`src/rtl/ehi_defs.vh`:
```
// Purpose: shared constants of the slave host interface
// Assumes: included by bare name from the host interface file only
// Notes: byte lane patterns are written lane 3 down to lane 0
`ifndef EHI_DEFS_VH
`define EHI_DEFS_VH

// byte lane enable patterns, bit n is lane n, active low
`define EHI_BE_DWORD 4'h0
`define EHI_BE_LOW_HALF 4'hc
`define EHI_BE_HIGH_HALF 4'h3
`define EHI_BE_BYTE0 4'he
`define EHI_BE_BYTE1 4'hd
`define EHI_BE_BYTE2 4'hb
`define EHI_BE_BYTE3 4'h7

// lane select masks, active high
`define EHI_LANES_NONE 4'h0
`define EHI_LANES_ALL 4'hf

// widths
`define EHI_DATA_W 32
`define EHI_ADDR_HI 15
`define EHI_ADDR_LO 2
`define EHI_DEC_LO 4
`define EHI_SYNC_W 60

// decode window, address bits 15 down to 4; arbitrary default
`define EHI_DECODE_BASE 12'h030

// synchroniser reset holds every pin at its idle level,
// so no false strobe edge follows reset
`define EHI_SYNC_RST 60'hff0000000000016
`define EHI_OUT_RST_N 1'b1

`endif

```
`src/rtl/ehi_host_if.v`:
```
// Purpose: 32-bit expansion bus slave interface, I/O and burst DMA paths
// Assumes: every bus pin is asynchronous to CLK and passes two flops
// Notes: strobes narrower than one CLK period may be missed
`timescale 1ns/100ps
`default_nettype none
`include "ehi_defs.vh"

// Overview of operation
// RQ1: write data taken at write strobe end
// RQ2: host keeps strobes idle during bursts
// RQ3: host drives address strobe from start
// RQ4: byte enables captured at address strobe rise
// RQ5: interrupt output active high, edge use
// RQ6: dword, low half, high half decoded
// RQ7: single byte lanes decoded
// RQ8: unselected lanes float on reads, ignored writes
// RQ9: upper byte enables replace address bit one
// RQ10: host issues only listed patterns
// RQ11: local decode low on match, enable low
// RQ12: external no-wait request ends at start
// RQ13: compressed cycles accepted
// RQ14: burst clock paces DMA transfers
// RQ15: acknowledge selects direct data path
// RQ16: direction high write, low read
// RQ17: cycle indication marks DMA writes
// RQ18: ready return transfers or postpones
// RQ19: address captured at strobe trailing edge
// RQ20: enable transparent while strobe low
// RQ21: one aligned word per burst clock
module ehi_host_if #(
  parameter [11:0] DECODE_BASE = `EHI_DECODE_BASE
) (
  input wire CLK,
  input wire RESET_N,
  input wire WRITE_STROBE_N,
  input wire READ_STROBE_N,
  input wire ADDR_LATCH_STROBE_N,
  input wire [3:0] BYTE_LANE_EN_N,
  input wire AEN,
  input wire [13:0] ADDR,
  input wire [31:0] DATA_IN,
  output reg [31:0] DATA_OUT,
  output reg [3:0] DATA_OE_N,
  output reg LOCAL_DECODE_N,
  output reg IRQ_OUT,
  input wire IRQ_REQ,
  input wire BURST_BUS_CLK,
  input wire DIRECT_PATH_SELECT_N,
  input wire TRANSFER_DIRECTION,
  input wire DMA_CYCLE_IND_N,
  input wire READY_RETURN_N,
  output reg [13:0] CUR_ADDR,
  output reg [3:0] CUR_LANES,
  output reg BAD_LANES,
  input wire [31:0] RD_DATA,
  input wire [31:0] DMA_RD_DATA,
  input wire DMA_RD_VALID,
  output wire DMA_RD_READY,
  output wire WR_VALID,
  input wire WR_READY,
  output wire [31:0] WR_DATA,
  output wire [13:0] WR_ADDR,
  output wire [3:0] WR_LANES,
  output wire WR_DMA
);
  localparam ST_IDLE = 3'b001;
  localparam ST_READ = 3'b010;
  localparam ST_BURST = 3'b100;
  localparam BUF_W = 51;

  reg [`EHI_SYNC_W-1:0] sync1;
  reg [`EHI_SYNC_W-1:0] sync2;
  reg wr_strobe_d;
  reg as_d;
  reg bclk_d;
  reg aen_latched;
  reg [3:0] lanes_latched;
  reg bad_latched;
  reg [2:0] state;
  reg [2:0] next_state;
  reg push;
  reg [BUF_W-1:0] push_data;
  reg [31:0] next_data_out;
  reg [3:0] next_oe_n;
  reg dma_take;

  wire s_wr_n;
  wire s_rd_n;
  wire s_as_n;
  wire [3:0] s_be_n;
  wire s_aen;
  wire [13:0] s_addr;
  wire [31:0] s_data;
  wire s_bclk;
  wire s_dps_n;
  wire s_dir;
  wire s_cyc_n;
  wire s_rdy_n;
  wire as_rise;
  wire wr_rise;
  wire bclk_rise;
  wire aen_eff;
  wire buf_ready;
  wire burst_edge;
  wire dma_write;
  wire [BUF_W-1:0] buf_out;

  // lane mask for a byte enable pattern, bit 4 flags a pattern not served
  function [4:0] lane_decode;
    input [3:0] be_n;
    begin
      case (be_n)
        `EHI_BE_DWORD: lane_decode = {1'b0, `EHI_LANES_ALL}; // RQ6
        `EHI_BE_LOW_HALF: lane_decode = {1'b0, 4'h3}; // RQ6
        `EHI_BE_HIGH_HALF: lane_decode = {1'b0, 4'hc}; // RQ9
        `EHI_BE_BYTE0: lane_decode = {1'b0, 4'h1}; // RQ7
        `EHI_BE_BYTE1: lane_decode = {1'b0, 4'h2}; // RQ7
        `EHI_BE_BYTE2: lane_decode = {1'b0, 4'h4}; // RQ7
        `EHI_BE_BYTE3: lane_decode = {1'b0, 4'h8}; // RQ7
        default: lane_decode = {1'b1, `EHI_LANES_NONE}; // RQ10
      endcase
    end
  endfunction

  // merge new lanes into a word, leaving unselected lanes unchanged
  function [31:0] lane_merge;
    input [31:0] old_word;
    input [31:0] new_word;
    input [3:0] lanes;
    integer i;
    begin
      lane_merge = old_word;
      for (i = 0; i < 4; i = i + 1)
        if (lanes[i])
          lane_merge[8*i +: 8] = new_word[8*i +: 8];
    end
  endfunction

  // every bus pin passes two flops before any logic reads it
  always @(posedge CLK or negedge RESET_N)
  begin
    if (!RESET_N)
    begin
      sync1 <= `EHI_SYNC_RST;
      sync2 <= `EHI_SYNC_RST;
    end
    else
    begin
      sync1 <= {WRITE_STROBE_N, READ_STROBE_N, ADDR_LATCH_STROBE_N,
        BYTE_LANE_EN_N, AEN, ADDR, DATA_IN, BURST_BUS_CLK,
        DIRECT_PATH_SELECT_N, TRANSFER_DIRECTION, DMA_CYCLE_IND_N,
        READY_RETURN_N, IRQ_REQ};
      sync2 <= sync1;
    end
  end

  assign s_wr_n = sync2[59];
  assign s_rd_n = sync2[58];
  assign s_as_n = sync2[57];
  assign s_be_n = sync2[56:53];
  assign s_aen = sync2[52];
  assign s_addr = sync2[51:38];
  assign s_data = sync2[37:6];
  assign s_bclk = sync2[5];
  assign s_dps_n = sync2[4];
  assign s_dir = sync2[3];
  assign s_cyc_n = sync2[2];
  assign s_rdy_n = sync2[1];

  assign as_rise = s_as_n && !as_d;
  assign wr_rise = s_wr_n && !wr_strobe_d;
  assign bclk_rise = s_bclk && !bclk_d; // RQ14
  // at the strobe rise the latch is not yet loaded, so pass the pin on
  assign aen_eff = (s_as_n && as_d) ? aen_latched : s_aen; // RQ20
  assign burst_edge = (state == ST_BURST) && bclk_rise && !s_rdy_n; // RQ18
  assign dma_write = s_dir && !s_cyc_n; // RQ16 RQ17

  always @(posedge CLK or negedge RESET_N)
  begin
    if (!RESET_N)
    begin
      wr_strobe_d <= 1'b1;
      as_d <= 1'b1;
      bclk_d <= 1'b0;
      aen_latched <= 1'b1;
      lanes_latched <= `EHI_LANES_NONE;
      bad_latched <= 1'b0;
      CUR_ADDR <= 14'h0000;
      CUR_LANES <= `EHI_LANES_NONE;
      BAD_LANES <= 1'b0;
      LOCAL_DECODE_N <= `EHI_OUT_RST_N;
      IRQ_OUT <= 1'b0;
      state <= ST_IDLE;
      DATA_OUT <= 32'h00000000;
      DATA_OE_N <= `EHI_LANES_ALL;
    end
    else
    begin
      wr_strobe_d <= s_wr_n;
      as_d <= s_as_n;
      bclk_d <= s_bclk;
      if (as_rise)
      begin
        aen_latched <= s_aen; // RQ20
        CUR_ADDR <= s_addr; // RQ19
        {bad_latched, lanes_latched} <= lane_decode(s_be_n); // RQ4
        {BAD_LANES, CUR_LANES} <= lane_decode(s_be_n); // RQ4
      end
      // push-pull output, high when not selected
      LOCAL_DECODE_N <= !((s_addr[13:2] == DECODE_BASE) && !aen_eff); // RQ11
      IRQ_OUT <= sync2[0] ? 1'b1 : 1'b0; // RQ5
      state <= next_state;
      DATA_OUT <= next_data_out;
      DATA_OE_N <= next_oe_n;
    end
  end

  // interrupt level passes straight out as an active-high level
  always @*
  begin
    next_state = state;
    next_data_out = DATA_OUT;
    next_oe_n = `EHI_LANES_ALL;
    push = 1'b0;
    push_data = {BUF_W{1'b0}};
    dma_take = 1'b0;
    case (state)
      ST_IDLE:
      begin
        if (!s_dps_n) // RQ15
          next_state = ST_BURST;
        else if (!s_rd_n && !bad_latched && !aen_latched)
        begin
          next_state = ST_READ;
          next_data_out = lane_merge(32'h00000000, RD_DATA, lanes_latched);
          next_oe_n = ~lanes_latched; // RQ8
        end
        else if (wr_rise && !bad_latched && !aen_latched && buf_ready)
        begin
          // data sampled at the trailing edge, same delay as the strobe
          push = 1'b1; // RQ1 RQ13
          push_data = {1'b0, lanes_latched, CUR_ADDR,
            lane_merge(32'h00000000, s_data, lanes_latched)}; // RQ8
        end
      end
      ST_READ:
      begin
        next_oe_n = ~lanes_latched; // RQ8
        if (s_rd_n)
        begin
          next_state = ST_IDLE;
          next_oe_n = `EHI_LANES_ALL;
        end
      end
      ST_BURST:
      begin
        // strobes ignored here; the host keeps them idle
        if (s_dps_n)
          next_state = ST_IDLE; // RQ2
        else if (dma_write)
        begin
          if (burst_edge && buf_ready)
          begin
            push = 1'b1; // RQ21
            push_data = {1'b1, `EHI_LANES_ALL, 14'h0000, s_data};
          end
        end
        else
        begin
          next_oe_n = 4'h0; // RQ16
          if (burst_edge && DMA_RD_VALID)
          begin
            dma_take = 1'b1; // RQ21
            next_data_out = DMA_RD_DATA;
          end
        end
      end
      default:
        next_state = ST_IDLE;
    endcase
  end

  // a full buffer does not postpone the transfer; the word at that edge is dropped
  assign DMA_RD_READY = dma_take;

  ehi_buffer #(
    .WIDTH(BUF_W),
    .DEPTH(2)
  ) u_buffer (
    .clk(CLK),
    .reset_n(RESET_N),
    .in_valid(push),
    .in_ready(buf_ready),
    .in_data(push_data),
    .out_valid(WR_VALID),
    .out_ready(WR_READY),
    .out_data(buf_out)
  );

  assign WR_DMA = buf_out[50];
  assign WR_LANES = buf_out[49:46];
  assign WR_ADDR = buf_out[45:32];
  assign WR_DATA = buf_out[31:0];
endmodule
`default_nettype wire

```
`src/rtl/ehi_buffer.v`:
```
// Purpose: two-entry word buffer with valid and ready on both sides
// Assumes: one clock, asynchronous active-low reset
// Notes: read data come from registers; full and empty are exact
`timescale 1ns/100ps
`default_nettype none
module ehi_buffer #(
  parameter WIDTH = 51,
  parameter DEPTH = 2
) (
  input wire clk,
  input wire reset_n,
  input wire in_valid,
  output wire in_ready,
  input wire [WIDTH-1:0] in_data,
  output wire out_valid,
  input wire out_ready,
  output reg [WIDTH-1:0] out_data
);
  reg [WIDTH-1:0] mem [0:DEPTH-1];
  reg [1:0] count;
  reg wr_ptr;
  reg rd_ptr;
  wire push;
  wire pop;

  assign in_ready = ({30'h0, count} != DEPTH);
  assign out_valid = (count != 2'h0);
  assign push = in_valid && in_ready;
  assign pop = out_valid && out_ready;

  always @(posedge clk)
  begin
    if (push)
      mem[wr_ptr] <= in_data;
  end

  // out_data tracks the head entry, read combinationally from mem
  always @*
  begin
    out_data = mem[rd_ptr];
  end

  always @(posedge clk or negedge reset_n)
  begin
    if (!reset_n)
    begin
      count <= 2'h0;
      wr_ptr <= 1'b0;
      rd_ptr <= 1'b0;
    end
    else
    begin
      if (push)
        wr_ptr <= ~wr_ptr;
      if (pop)
        rd_ptr <= ~rd_ptr;
      if (push && !pop)
        count <= count + 2'h1;
      else if (pop && !push)
        count <= count - 2'h1;
    end
  end
endmodule
`default_nettype wire

```
`config.mk`:
```
export PLATFORM = sky130hd
export DESIGN_NAME = ehi_host_if
export DESIGN_NICKNAME = d
export VERILOG_FILES = /design/src/rtl/ehi_host_if.v /design/src/rtl/ehi_buffer.v
export VERILOG_INCLUDE_DIRS = /design/src /design/src/rtl
export SDC_FILE = /design/constraint.sdc
export NUM_CORES = 1
export LEC_CHECK = 0
export ABC_AREA = 1
export CAP_MARGIN = 10
export CORE_ASPECT_RATIO = 0.75
export CORE_MARGIN = 2
export CORE_UTILIZATION = 30
export DETAILED_ROUTE_END_ITERATION = 10
export DONT_BUFFER_PORTS = 1
export GPL_ROUTABILITY_DRIVEN = 0
export PLACE_DENSITY = 0.48
export SYNTH_ARGS = -nofsm -noshare
export SYNTH_HDL_FRONTEND = slang
export SYNTH_HIERARCHICAL = 1
export SYNTH_SLANG_ARGS = --single-unit
```
`constraint.sdc`:
```
create_clock -name CLK -period 4.96 [get_ports CLK]
set_input_delay 1.24 -clock CLK [delete_from_list [all_inputs] [get_ports CLK]]
set_output_delay 1.24 -clock CLK [all_outputs]
set_load 0.005 [all_outputs]
```
==> metrics <==
RSZ-0062 raised after global routing false; register share of total power between 40% and 50%; Initial DRC Count approximately 320; first-pass GRT wire length a little under 40000 um; row count 60; fmax 264.9 MHz; cts hold-fix bufs 0; #FFs+latches synth between 200 and 300; Post-synth EDFFs between 100 and 150; number of iterations in the first detailed-routing pass 4; Syn. warnings 6; CTS root buf clkbuf_16; insertion delay to the later sink of the worst-skew pair slightly below 0.6 ns; maximum vdd drop 274.4 uV; Syn Nets around 1100; most frequent cells in the layout nand2_1 (374), dfrtp_1 (156), edfxtp_1 (102), inv_1 (91), nor2_1 (64); TritonCTS buffer count 30; Post-Route WL 25850 um; status completed; worst clock skew between 0.02 and 0.025 ns; post-CTS sizing 0; Synth cell types 35; CP required 3.72 ns; Die Wd between 200 and 250 um; CP Max Fanout 39; ys flop type dfrtp_1; area of the core 36030 um^2; WP data arrival 2.54 ns; commonest non-fill, non-tap cell in the layout nand2_1; H-tree Lvls 1; clock share of power a little over a third; Final Slew Violations 0; Top Ports 238; post-CTS setup buffer count 0; I/O Buffers 0; Antenna Violating Nets Remaining 0; Worst Setup End Kind output port; post-synthesis sequential area ratio between 70% and 80%; Pleak just under 6 nW; power per cell area 528.4 nW/um^2; period utilization 76.12%; clock sink total slightly below 300; Critical Path Sink DMA_RD_READY; internal power around 0.0044 W; relative slew slack about half; CTS Buffer Depth 3; switching power between 0.002 and 0.0025 W; Worst Setup SP state[2]$_DFFE_PN0P_; DIE AREA around 38000 um^2; vias between 6000 and 7000; pin count of the biggest net entering global routing between 150 and 200; cells on worst reg2reg path 8; Reg clk slew, reported paths approximately 0.070 ns; max-cap viol count 0; DRC viols 0; combinational power share roughly a fifth; Syn Std Cell Area 11040 um^2; GRT Overall Usage between 10% and 20%; WS Path Type flip-flop to output port; FF-to-FF Start state[2]$_DFFE_PN0P_; Syn Area/Cell ~11 um^2; final setup TNS 0 ns; GRT Residual Overflow 0; Post-Synthesis Cells around 1000; die height about 170 um; vias per cell 4.422; number of global-route vias before repair between 6000 and 7000; initial antenna violation count 2; synth-to-layout area growth 12.91%; Hold Violations, Final 0; fin util 34.59%; share of layout cells above drive strength 1 13.57%; hold path depth 0; internal reg-to-reg setup slack ~1.5 ns; wire per inst between 15 and 20 um; Startpoint Class flip-flop; Initial Util a little under a third; nets@finish 1144; Post-DP HPWL between 15000 and 20000 um; Tmin final around 3.8 ns; Final Setup Violations 0; worst r2r dst u_buffer/mem[1][25]$_DFFE_PP_; Post-synth ARST share ~65%; Sw Ratio 33.04%; CTS tree yes; Worst-Margin Slew roughly 0.77 ns; HP Class flip-flop to flip-flop
==> cell families after synthesis <==
| group | count (synthesis) | synth area share (%) |
|---|---|---|
| AND/OR/NAND/NOR | 554 | 21.36 |
| flip-flops | 290 | 70.72 |
| buffers and inverters | 141 | 6.076 |
| AO/OA/AOI/OAI | 29 | 1.576 |
| XOR/XNOR | 2 | 0.1587 |
| adder cells (fa/ha/maj) | 1 | 0.1133 |
==> flip-flops by register name, indices dropped and copies added, names as in the netlist <==
signal / cells
CUR_ADDR: 14
DATA_OE_N: 4
DATA_OUT: 32
IRQ_OUT: 1
LOCAL_DECODE_N: 1
aen_latched: 1
as_d: 1
bad_latched: 1
bclk_d: 1
lanes_latched: 4
state: 3
sync1: 60
sync2: 60
u_buffer/count: 2
u_buffer/mem: 102
u_buffer/rd_ptr: 1
u_buffer/wr_ptr: 1
wr_strobe_d: 1
==> layout make-up <==
| type | instances | area [um^2] |
|---|---|---|
| diodes | 1 | 2.502 |
| clock buffers | 39 | 854.6 |
| clock inverters | 17 | 191.4 |
| fillers | 3589 | 23570 |
| inverters | 98 | 377.9 |
| multi-input cells | 586 | 2580 |
| flip-flops and latches | 290 | 7807 |
| well taps | 465 | 581.8 |
| repair buffers | 9 | 67.56 |
==> routing by layer <==
metal | vias to the layer above | GRT usage [%] | share of wire (%)
met3 | 30 | 5.110 | 9.2
li1 | 3216 | - | -
met4 | 2 | 2.995 | 1.9
met1 | 3206 | 17.33 | 44
met5 | - | 0 | 0.050
met2 | 201 | 20.54 | 45
==> per-stage QoR <==
stage	instances	instance area, um^2	hold slack (ns)	worst slack [ns]	total power [W]
global placement	1448	11410	0.3335	1.467	0.004302
floorplan	1017	11040	0.3312	1.202	0.004022
global route	1504	12460	0.3133	0.9628	0.006970
detailed placement	1448	11410	0.3347	1.436	0.004322
finish	1505	12460	0.3387	1.184	0.006586
CTS	1504	12460	0.3074	1.134	0.006709
==> critical path: stages, from the launching register on <==
cell	delay, ns
dfrtp_1	0.63
buf_4	0.35
nand2_2	0.47
nor4_1	0.50
==> cell usage after synthesis (4+ instances only) <==
cell type  count  area share, %
nand3_1       38            1.7
clkbuf_1      12           0.41
inv_2          5           0.17
dfstp_2       31            7.4
inv_1         91            3.1
o21ai_0       16           0.73
buf_6          8           0.82
nand4_1       35            2.0
nand2_1      374             13
buf_2         13           0.59
dfrtp_1      157             36
nor2_1        66            2.2
buf_4          6           0.41
o31ai_1        4           0.27
edfxtp_1     102             28
nand2_2       30            1.7
==> how the worst min path moves through the flow <==
| stage | start | to |
|---|---|---|
| global route | RESET_N | sync2[8]$_DFF_PN0_ |
| detailed placement | sync1[30]$_DFF_PN0_ | sync2[30]$_DFF_PN0_ |
| CTS | RESET_N | sync2[8]$_DFF_PN0_ |
| floorplan | sync2[0]$_DFF_PN0_ | IRQ_OUT$_DFF_PN0_ |
| global placement | sync2[0]$_DFF_PN0_ | IRQ_OUT$_DFF_PN0_ |
| finish | sync1[21]$_DFF_PN0_ | sync2[21]$_DFF_PN0_ |
==> power groups by stage <==
stage,logic [W],registers [W],clock network (W)
6_report,0.00127,0.00298,0.00234
5_1_grt,0.00144,0.00301,0.00252
4_1_cts,0.00129,0.00299,0.00243
3_5_place_dp,0.00129,0.00303,0
3_3_place_gp,0.00127,0.00303,0
2_1_floorplan,0.00113,0.00289,0
Power figures use the tool's default switching activity.
